## config.mk

```make
export PLATFORM = sky130hd
export DESIGN_NAME = dcr_control
export DESIGN_NICKNAME = d
export VERILOG_FILES = /design/src/hw/dcr_pkg.sv /design/src/hw/dcr_control.sv
export VERILOG_INCLUDE_DIRS = /design/src /design/src/hw
export SDC_FILE = /design/constraint.sdc
export NUM_CORES = 1
export LEC_CHECK = 0
export ABC_AREA = 1
export BUFFER_PORTS_ARGS = -buffer_cell sky130_fd_sc_hd__buf_2
export CAP_MARGIN = 40
export CELL_PAD_IN_SITES_DETAIL_PLACEMENT = 2
export CELL_PAD_IN_SITES_GLOBAL_PLACEMENT = 2
export CORE_UTILIZATION = 26
export CTS_BUF_LIST = sky130_fd_sc_hd__clkbuf_16
export DETAILED_ROUTE_END_ITERATION = 10
export PLACE_DENSITY_LB_ADDON = 0.1
export SLEW_MARGIN = 20
export SYNTH_ARGS = -nofsm -noshare
export SYNTH_HDL_FRONTEND = slang
export SYNTH_SLANG_ARGS = --single-unit
export TNS_END_PERCENT = 20
```

## constraint.sdc

```tcl
create_clock -name core_clk -period 1.2 [get_ports core_clk]
set_input_delay 0.06 -clock core_clk [delete_from_list [all_inputs] [get_ports core_clk]]
set_output_delay 0.06 -clock core_clk [all_outputs]
set_load 0.03 [all_outputs]
```

## src/hw/dcr_regs.svh

```systemverilog
`ifndef DCR_REGS_SVH
`define DCR_REGS_SVH

`define DCR_ADDR_CONTROL 4'hC
`define DCR_ADDR_MONITOR 4'hA
`define DCR_ADDR_SOFT_PWRUP 4'h9

`define DCR_W14_PD_STATE 13
`define DCR_W14_REF_LEVEL 12
`define DCR_W14_BOOST 11
`define DCR_W14_INT_REF 10
`define DCR_W14_MON_EN 9
`define DCR_W14_THERM_EN 8
`define DCR_W14_TOG_HI 3
`define DCR_W14_TOG_LO 2
`define DCR_W14_MON_SEL_LSB 8

`define DCR_W12_PD_STATE 11
`define DCR_W12_REF_LEVEL 10
`define DCR_W12_BOOST 9
`define DCR_W12_INT_REF 8
`define DCR_W12_MON_EN 7
`define DCR_W12_THERM_EN 6
`define DCR_W12_TOG_HI 1
`define DCR_W12_TOG_LO 0
`define DCR_W12_MON_SEL_LSB 6

`define DCR_RST_PD_STATE 1'h1
`define DCR_RST_BOOST 1'h0
`define DCR_RST_INT_REF 1'h0
`define DCR_RST_MON_EN 1'h0
`define DCR_RST_THERM_EN 1'h0
`define DCR_RST_TOG 1'h0
`define DCR_RST_REFS 1'h1
`define DCR_RST_AMPS_EN 1'h1
`define DCR_RST_SHUTDOWN 1'h0
`define DCR_RST_MON_OE 1'h0
`define DCR_RST_LOAD_IDLE 1'h1
`define DCR_RST_BSEL 16'h0000
`define DCR_MON_SEL_OFF 6'h3F
`define DCR_CHANNELS 16
`define DCR_GROUP_SIZE 8

`endif
```

## src/hw/dcr_pkg.sv

```systemverilog
package dcr_pkg;
  typedef struct packed {
    logic reg_select_hi;
    logic reg_select_lo;
    logic [3:0] command_address_bits;
    logic [13:0] data;
  } dcr_cmd_t;

  typedef struct packed {
    logic amp_powerdown_state_bit;
    logic ref_level_select_bit;
    logic amp_boost_bit;
    logic int_ref_enable_bit;
    logic chan_monitor_enable_bit;
    logic thermal_guard_enable_bit;
    logic toggle_group_hi_enable;
    logic toggle_group_lo_enable;
  } dcr_cfg_t;

  typedef enum logic [1:0] {
    DCR_AMP_ON = 2'b01,
    DCR_AMP_THERMAL_OFF = 2'b10
  } dcr_amp_state_t;
endpackage

```

## src/hw/dcr_control.sv

```systemverilog
// Behaviour
// - Command with select bits 00 and address 1100 loads the control register.
// - Top bit: set gives high-impedance outputs in power-down, clear gives 100k to ground.
// - Reference level bit: 1 is 2.5 V, 0 is 1.25 V; default per variant.
// - Boost bit set raises amplifier bias current; cleared by default.
// - Reference source bit: set uses internal reference, clear (default) external.
// - Monitor enable bit lets monitor-channel commands drive the monitor output.
// - Thermal guard enable bit, cleared at power-up.
// - Guard enabled and die over 130 C powers down all output amplifiers.
// - Soft power-up restores amplifiers after shutdown only when die below 130 C.
// - Toggle enables for channels 8-15 and 0-7; 1 enables, 0 disables.
// - Eight-channel variant honours only the lower toggle enable.
// - In enabled groups each load pulse swaps a channel between A and B codes.
// - Twelve-bit variant uses same command but a 12-bit register layout.
// - Monitor command carries the channel address in its upper data bits.
// - Soft power-up command, address 1001, powers up amplifiers and references.
`timescale 1ns/100ps
`include "dcr_regs.svh"
module dcr_control #(
  parameter bit WIDE_VARIANT = 1'b1,
  parameter bit SIXTEEN_CHANNELS = 1'b1,
  parameter bit REF_2V5_DEFAULT = 1'b1
) (
  input wire logic core_clk,
  input wire logic rst_n,
  input wire logic cmd_valid,
  input wire dcr_pkg::dcr_cmd_t cmd,
  input wire logic load_dac_n,
  input wire logic die_over_temp,
  output dcr_pkg::dcr_cfg_t cfg,
  output logic amps_enabled,
  output logic refs_enabled,
  output logic thermal_shutdown,
  output logic [5:0] monitor_select,
  output logic monitor_output_pin_oe,
  output logic [15:0] channel_b_select
);
  import dcr_pkg::*;

  dcr_cfg_t cfg_r, cfg_nxt;
  dcr_amp_state_t amp_r, amp_nxt;
  // Decodes of the shutdown state, held in their own flops
  logic amps_en_r, amps_en_nxt;
  logic shut_r, shut_nxt;
  logic refs_r, refs_nxt;
  logic [5:0] mon_sel_r, mon_sel_nxt;
  logic mon_oe_r, mon_oe_nxt;
  logic load_prev_r, load_prev_nxt;
  logic [15:0] bsel_r, bsel_nxt;
  logic is_sel, wr_ctrl, wr_mon, wr_pwrup, load_pulse;
  logic [13:0] d;

  assign is_sel = cmd_valid && !cmd.reg_select_hi && !cmd.reg_select_lo;
  assign wr_ctrl = is_sel && (cmd.command_address_bits == `DCR_ADDR_CONTROL);
  assign wr_mon = is_sel && (cmd.command_address_bits == `DCR_ADDR_MONITOR);
  assign wr_pwrup = is_sel && (cmd.command_address_bits == `DCR_ADDR_SOFT_PWRUP);
  assign d = cmd.data;
  // Falling edge of the load strobe; pins arrive synchronous
  assign load_pulse = load_prev_r && !load_dac_n;

  always_comb begin
    cfg_nxt = cfg_r;
    if (wr_ctrl) begin
      // Only named positions are picked; the rest are dropped
      if (WIDE_VARIANT) begin
        cfg_nxt.amp_powerdown_state_bit = d[`DCR_W14_PD_STATE];
        cfg_nxt.ref_level_select_bit = d[`DCR_W14_REF_LEVEL];
        cfg_nxt.amp_boost_bit = d[`DCR_W14_BOOST];
        cfg_nxt.int_ref_enable_bit = d[`DCR_W14_INT_REF];
        cfg_nxt.chan_monitor_enable_bit = d[`DCR_W14_MON_EN];
        cfg_nxt.thermal_guard_enable_bit = d[`DCR_W14_THERM_EN];
        cfg_nxt.toggle_group_hi_enable = d[`DCR_W14_TOG_HI] && SIXTEEN_CHANNELS;
        cfg_nxt.toggle_group_lo_enable = d[`DCR_W14_TOG_LO];
      end else begin
        cfg_nxt.amp_powerdown_state_bit = d[`DCR_W12_PD_STATE];
        cfg_nxt.ref_level_select_bit = d[`DCR_W12_REF_LEVEL];
        cfg_nxt.amp_boost_bit = d[`DCR_W12_BOOST];
        cfg_nxt.int_ref_enable_bit = d[`DCR_W12_INT_REF];
        cfg_nxt.chan_monitor_enable_bit = d[`DCR_W12_MON_EN];
        cfg_nxt.thermal_guard_enable_bit = d[`DCR_W12_THERM_EN];
        cfg_nxt.toggle_group_hi_enable = d[`DCR_W12_TOG_HI] && SIXTEEN_CHANNELS;
        cfg_nxt.toggle_group_lo_enable = d[`DCR_W12_TOG_LO];
      end
    end
  end

  always_comb begin
    mon_sel_nxt = mon_sel_r;
    if (wr_mon) begin
      if (WIDE_VARIANT) begin
        mon_sel_nxt = d[`DCR_W14_MON_SEL_LSB +: 6];
      end else begin
        mon_sel_nxt = d[`DCR_W12_MON_SEL_LSB +: 6];
      end
    end
    // Monitor stays off while disabled or parked on the off address
    mon_oe_nxt = cfg_nxt.chan_monitor_enable_bit && (mon_sel_nxt != `DCR_MON_SEL_OFF);
  end

  always_comb begin
    amp_nxt = amp_r;
    case (amp_r)
      DCR_AMP_ON: begin
        // Guard acts within one cycle; the comparator sits in the analog side
        if (cfg_r.thermal_guard_enable_bit && die_over_temp) begin
          amp_nxt = DCR_AMP_THERMAL_OFF;
        end
      end
      DCR_AMP_THERMAL_OFF: begin
        if (wr_pwrup && !die_over_temp) begin
          amp_nxt = DCR_AMP_ON;
        end
      end
      default: begin
        amp_nxt = DCR_AMP_ON;
      end
    endcase
    // Decodes computed ahead so the pins come straight from flops
    amps_en_nxt = (amp_nxt == DCR_AMP_ON);
    shut_nxt = (amp_nxt == DCR_AMP_THERMAL_OFF);
  end

  // Nothing in this block powers the references down
  always_comb begin
    refs_nxt = refs_r;
    if (wr_pwrup) begin
      refs_nxt = 1'h1;
    end
  end

  always_comb begin
    load_prev_nxt = load_dac_n;
  end

  genvar ch;
  generate
    for (ch = 0; ch < `DCR_CHANNELS; ch++) begin : g_tog
      logic grp_en;
      if (ch < `DCR_GROUP_SIZE) begin : g_lo
        assign grp_en = cfg_r.toggle_group_lo_enable;
      end else begin : g_hi
        assign grp_en = cfg_r.toggle_group_hi_enable;
      end
      always_comb begin
        bsel_nxt[ch] = bsel_r[ch];
        if (!grp_en) begin
          bsel_nxt[ch] = 1'h0;
        end else if (load_pulse) begin
          bsel_nxt[ch] = !bsel_r[ch];
        end
      end
    end
  endgenerate

  // Reference level default differs per variant, hence the parameter
  always_ff @(posedge core_clk) begin
    if (!rst_n) begin
      cfg_r.amp_powerdown_state_bit <= `DCR_RST_PD_STATE;
      cfg_r.ref_level_select_bit <= REF_2V5_DEFAULT;
      cfg_r.amp_boost_bit <= `DCR_RST_BOOST;
      cfg_r.int_ref_enable_bit <= `DCR_RST_INT_REF;
      cfg_r.chan_monitor_enable_bit <= `DCR_RST_MON_EN;
      cfg_r.thermal_guard_enable_bit <= `DCR_RST_THERM_EN;
      cfg_r.toggle_group_hi_enable <= `DCR_RST_TOG;
      cfg_r.toggle_group_lo_enable <= `DCR_RST_TOG;
    end else begin
      cfg_r <= cfg_nxt;
    end
  end

  // Amplifiers come up powered; a trip holds until a safe soft power-up
  always_ff @(posedge core_clk) begin
    if (!rst_n) begin
      amp_r <= DCR_AMP_ON;
      amps_en_r <= `DCR_RST_AMPS_EN;
      shut_r <= `DCR_RST_SHUTDOWN;
    end else begin
      amp_r <= amp_nxt;
      amps_en_r <= amps_en_nxt;
      shut_r <= shut_nxt;
    end
  end

  always_ff @(posedge core_clk) begin
    if (!rst_n) begin
      refs_r <= `DCR_RST_REFS;
    end else begin
      refs_r <= refs_nxt;
    end
  end

  // Off address at reset keeps the monitor pin released
  always_ff @(posedge core_clk) begin
    if (!rst_n) begin
      mon_sel_r <= `DCR_MON_SEL_OFF;
      mon_oe_r <= `DCR_RST_MON_OE;
    end else begin
      mon_sel_r <= mon_sel_nxt;
      mon_oe_r <= mon_oe_nxt;
    end
  end

  // Idle-high start so leaving reset with the strobe idle high never fakes a load pulse
  always_ff @(posedge core_clk) begin
    if (!rst_n) begin
      load_prev_r <= `DCR_RST_LOAD_IDLE;
      bsel_r <= `DCR_RST_BSEL;
    end else begin
      load_prev_r <= load_prev_nxt;
      bsel_r <= bsel_nxt;
    end
  end

  assign cfg = cfg_r;
  assign amps_enabled = amps_en_r;
  assign thermal_shutdown = shut_r;
  assign refs_enabled = refs_r;
  assign monitor_select = mon_sel_r;
  assign monitor_output_pin_oe = mon_oe_r;
  assign channel_b_select = bsel_r;
endmodule

```

## Word-level counts from Yosys, hierarchy flattened

Index checks and enable logic that the tools add are counted.

- Logic and storage cells: 60
- Register bits: 36
- Output and inout port bits: 34
- Bits of input ports: 25

- Reduce and logical (&&, ||, !) cells: 31
- Multiplexer cells: 5
- Equal/unequal tests: 8

Operators by type and width:

| operator | count |
|---|---|
| $logic_not 1->1 | 20 |
| $eq 4x4->1 const B | 3 |
| $logic_and 1x1->1 | 9 |
| $mux 6 | 1 |
| $ne 6x6->1 const B | 1 |
| $eq 2x1->1 const B | 2 |
| $eq 2x2->1 const B | 2 |
| $mux 2 | 2 |
| $mux 4 | 1 |
| $pmux 2 s2 | 1 |
| $reduce_and 2->1 | 2 |

## Logic depth before layout (Yosys ltp)

- Depth in word-level cells: 8
- Depth in mapped cells: 9
- Mapped depth without buffers: 9

## Worst setup path after synthesis

No wires, ideal clock.

- Kind: register -> register
- Start point: reg amp_r[0]
- End point: reg amps_en_r (netlist: amps_enabled)
- Slack: 0.101 ns
- Data required time: 1.091 ns
- Path buffers: 0
- Cell stages (with the launch flop): 7
- Period minus slack after synthesis: 1.099 ns
- Setup time: 0.109 ns
- Data arrival time: 0.990 ns
- Path through: dfxtp_1 -> inv_1 -> ha_1 -> nor2_1 -> nand3_1 -> nand2_1 -> inv_1

- Word-level cells in the longest chain between the ends: 3
- Elaborated cells on any way between the ends: 6
- Those cells by class: eq/ne: 3; mux: 3

RTL lines:

| item | RTL line | RTL |
|---|---|---|
| start, declared | dcr_control.sv:41 | `dcr_amp_state_t amp_r, amp_nxt;` |
| start signal, assigned | dcr_control.sv:178 | `amp_r <= amp_nxt;` |
| $eq 2x2->1 (tied with other cells) | dcr_control.sv:102 | `case (amp_r)` |
| $pmux 2 s2 (*) | dcr_control.sv:102 |  |
| $eq 2x1->1 (*) | dcr_control.sv:119 | `amps_en_nxt = (amp_nxt == DCR_AMP_ON);` |
| end signal, assigned | dcr_control.sv:175 | `` amps_en_r <= `DCR_RST_AMPS_EN; `` |
| end signal, assigned | dcr_control.sv:179 | `amps_en_r <= amps_en_nxt;` |
| end, declared | dcr_control.sv:43 | `logic amps_en_r, amps_en_nxt;` |

Mark *: on every way between the ends. The rest lies on a longest branch, timed or not.
A chain may end at the register's enable or synchronous reset.

## Final worst setup path

Same ends and word-level chain as after synthesis.

==> flow_summary.json <==
{
  "status": "complete, no violations",
  "clk_path_buf_depth": 2,
  "startpoint": "amp_r[0]",
  "reg2reg_depth": 6,
  "max_clock_freq_mhz": 883,
  "hold_depth": 3,
  "cts_buffers": 5,
  "start_kind": "register",
  "yosys.area_share.simple_pct": 27.5,
  "grt_pass1_vias": 1398,
  "htree_levels": 2,
  "worst_path_most_repeated_cell": "inv_1",
  "place_inst": 286,
  "die_y_um": 76.4,
  "combPwrFrac_pct": 8.2,
  "grt_use_total_pct": 14.7,
  "p_sw_share_pct": 23.1,
  "seqPwrFrac_pct": 46.0,
  "synthMuxAreaShare_pct": 0,
  "ys_seq_elements": 36,
  "cp.arrival_ns": 1.31,
  "overflow": 0,
  "critPathSlowestCell": "dfxtp_2",
  "multi_input_area_sq_um": 642,
  "grt_pass1_wl_um": 6540,
  "fin_skew_ns": 0.00201,
  "synth_nets": 197,
  "io_pins": 59,
  "antenna_cells": 0,
  "path_class": "reg2reg",
  "die-width_um": 76.4,
  "synth_cell_types": 21,
  "detail_route.drc_violations": 0,
  "cp-end-kind": "register",
  "power_leakage_nw": 1.03,
  "grt_max_degree": 17,
  "synth.largest_area_cell": "dfxtp_1",
  "layout_common_cells": "51 x buf_2, 35 x dfxtp_1, 30 x nand2_1, 30 x nor2_1, 16 x xor2_1",
  "dpl.hpwl_um": 3110,
  "reg2reg_slack_ns": 0.07,
  "fin_area_sq_um": 1920,
  "synth.yosys.seq_area_share_pct": 50.0,
  "grt_antenna_before_repair": 0,
  "clock-root-buffer": "clkbuf_16",
  "synth-main-ff-cell": "dfxtp_1",
  "drv_slew": 0,
  "fin_nets": 252,
  "synth.area.top_cells": "dfxtp_1 50%, xor2_1 9.7%, nand2_1 8.1%",
  "period_share_pct": 94.4,
  "power_switching_mw": 0.612,
  "ys_warn_count": 0,
  "synth_top_family_by_area": "simple AND/OR/NAND/NOR gates",
  "tritoncts": "built",
  "wire_per_inst_um": 13.3,
  "synthCells": 170,
  "setup-violations-final": 0,
  "place_congestion": 0.669,
  "fillCellCount": 604,
  "synth_edf_count": 0,
  "layout.cells.non_filler": 296,
  "async_flop_share_pct": 0,
  "drt_first_pass_iters": 4,
  "avgSynthCellArea_sq_um": 8.47,
  "synthAdderAreaFrac_pct": 1.74,
  "cp_slowest_stage_delay_ns": 0.33,
  "regToRegStartpoint": "amp_r[0]",
  "clockPowerShare_pct": 45.8,
  "cts.sinks": 36,
  "avgViaCountPerCell": 4.27,
  "netlist_area_sq_um": 1440,
  "final_common_cell": "buf_2",
  "worstHoldStart": "cmd[12]",
  "worstHoldPathType": "in2reg",
  "min_period_ns": 1.13,
  "synth_top_area_share_pct": 50.0,
  "die-area_sq_um": 5840,
  "synthXorXnorAreaFrac_pct": 9.73,
  "initial_utilization_pct": 27.7,
  "powerDensity_nw_per_um2": 1380,
  "insertion_delay_ns": 0.27,
  "hold_violations": 0,
  "min_to": "monitor_select[4]",
  "crit_fanout": 3,
  "maxCapViolCount": 0,
  "ir_drop_mv": 0.502,
  "area_growth_pct": 33.4,
  "final_antenna_net_count": 0,
  "crit_chain": "inv_1 > ha_1 > nor2_2 > nand3_2 > nand2_2 > inv_1",
  "r2r-end": "amps_enabled",
  "place.port_buffers": 51,
  "clk_pin_slew_ns": 0.05,
  "wirelength_um": 3940,
  "post_dp_cell_area_sq_um": 1750,
  "synth-compound-area-share_pct": 4.43,
  "regArea_sq_um": 722,
  "via_count": 1265,
  "cp_data_required_time_ns": 1.38,
  "placementRows": 26,
  "detail_route.iter0.violations": 22,
  "drive_above_1_share_pct": 34.1,
  "core_sq_um": 5200,
  "p_int_mw": 2.04
}
[layout make-up]
type                            count  share of cell area, %
Clock buffer                        5                   6.51
Timing Repair Buffer               54                   14.6
Clock inverter                      3                  0.586
Inverter                           14                   2.74
Tap cell                           70                   4.56
Multi-Input combinational cell    114                   33.4
Sequential cell                    36                   37.6
[per-stage QoR]
| step | hold slack (ns) | setup WS (ns) | setup TNS, ns | util, % | power (mW) |
|---|---|---|---|---|---|
| after detailed placement | 0.284 | -0.0491 | -0.0765 | 33.7 | 1.45 |
| after CTS | 0.0224 | 0.0230 | 0 | 36.7 | 2.69 |
| after floorplan | 0.168 | 0.101 | 0 | - | 1.38 |
| after global routing | 0.0460 | -0.00562 | -0.00562 | 36.9 | 2.77 |
| final | 0.0236 | 0.0671 | 0 | 36.9 | 2.65 |
| after global placement | 0.271 | 0.0587 | 0 | 33.7 | 1.43 |
[state kept, by name (all words and copies together) (netlist names)]
signal                 cells
thermal_shutdown           1
monitor_select             6
load_prev_r                1
monitor_output_pin_oe      1
g_tog.grp_en               2
amps_enabled               1
channel_b_select          16
cfg                        6
amp_r                      2
[timing repair]
item                       CTS  global route
gates resized for setup      4             1
buffers inserted             0             1
hold buffers                 1             0
hold endpoints to repair     1             0
pin swaps                    1             4
setup endpoints to repair    2             1
[cell usage after synthesis, drive strengths merged (2+ instances only)]
cell type / count
nand2: 37
nor2: 33
nand3: 14
inv: 14
o21ai: 7
dfxtp: 36
xor2: 16
buf: 5
ha: 2
a21oi: 2
[power groups by stage]
stage | combinational (mW) | clock (mW) | sequential (mW)
floorplan | 0.116 | 0 | 1.26
global placement | 0.190 | 0 | 1.24
detailed placement | 0.204 | 0 | 1.25
CTS | 0.214 | 1.26 | 1.22
global route | 0.243 | 1.30 | 1.22
finish | 0.217 | 1.21 | 1.22
[how the worst max path moves through the flow]
stage / to / slack (ns) / cells after the start
finish: amps_enabled / 0.07 / 6
global route: amps_enabled / -0.006 / 6
CTS: amps_enabled / 0.02 / 6
detailed placement: amps_enabled / -0.05 / 6
global placement: amps_enabled / 0.06 / 6
floorplan: amps_enabled / 0.10 / 6
[cell families after synthesis]
logic type	count (synthesis)
buf+inv	20
other cells	1
compound gates	10
flops	36
xor+xnor	16
simple gates	85
fa+ha+maj	2
[metal layers]
layer / vias to the layer above / GRT usage (%) / routed length (um)
met5: - / 0 / 0
met1: 592 / 15.1 / 1560
met3: 5 / 4.91 / 199
li1: 630 / - / -
met2: 38 / 27.0 / 2130
met4: 0 / 6.35 / 60
[critical path, delay by kind of cell, from the launching register on]
| family | cells | cell delay (ns) |
|---|---|---|
| flip-flops | 1 | 0.33 |
| AND/OR/NAND/NOR | 3 | 0.33 |
| adder cells (fa/ha/maj) | 1 | 0.28 |
| buffers and inverters | 2 | 0.09 |
Note: power is estimated with default switching activity, not from simulation.
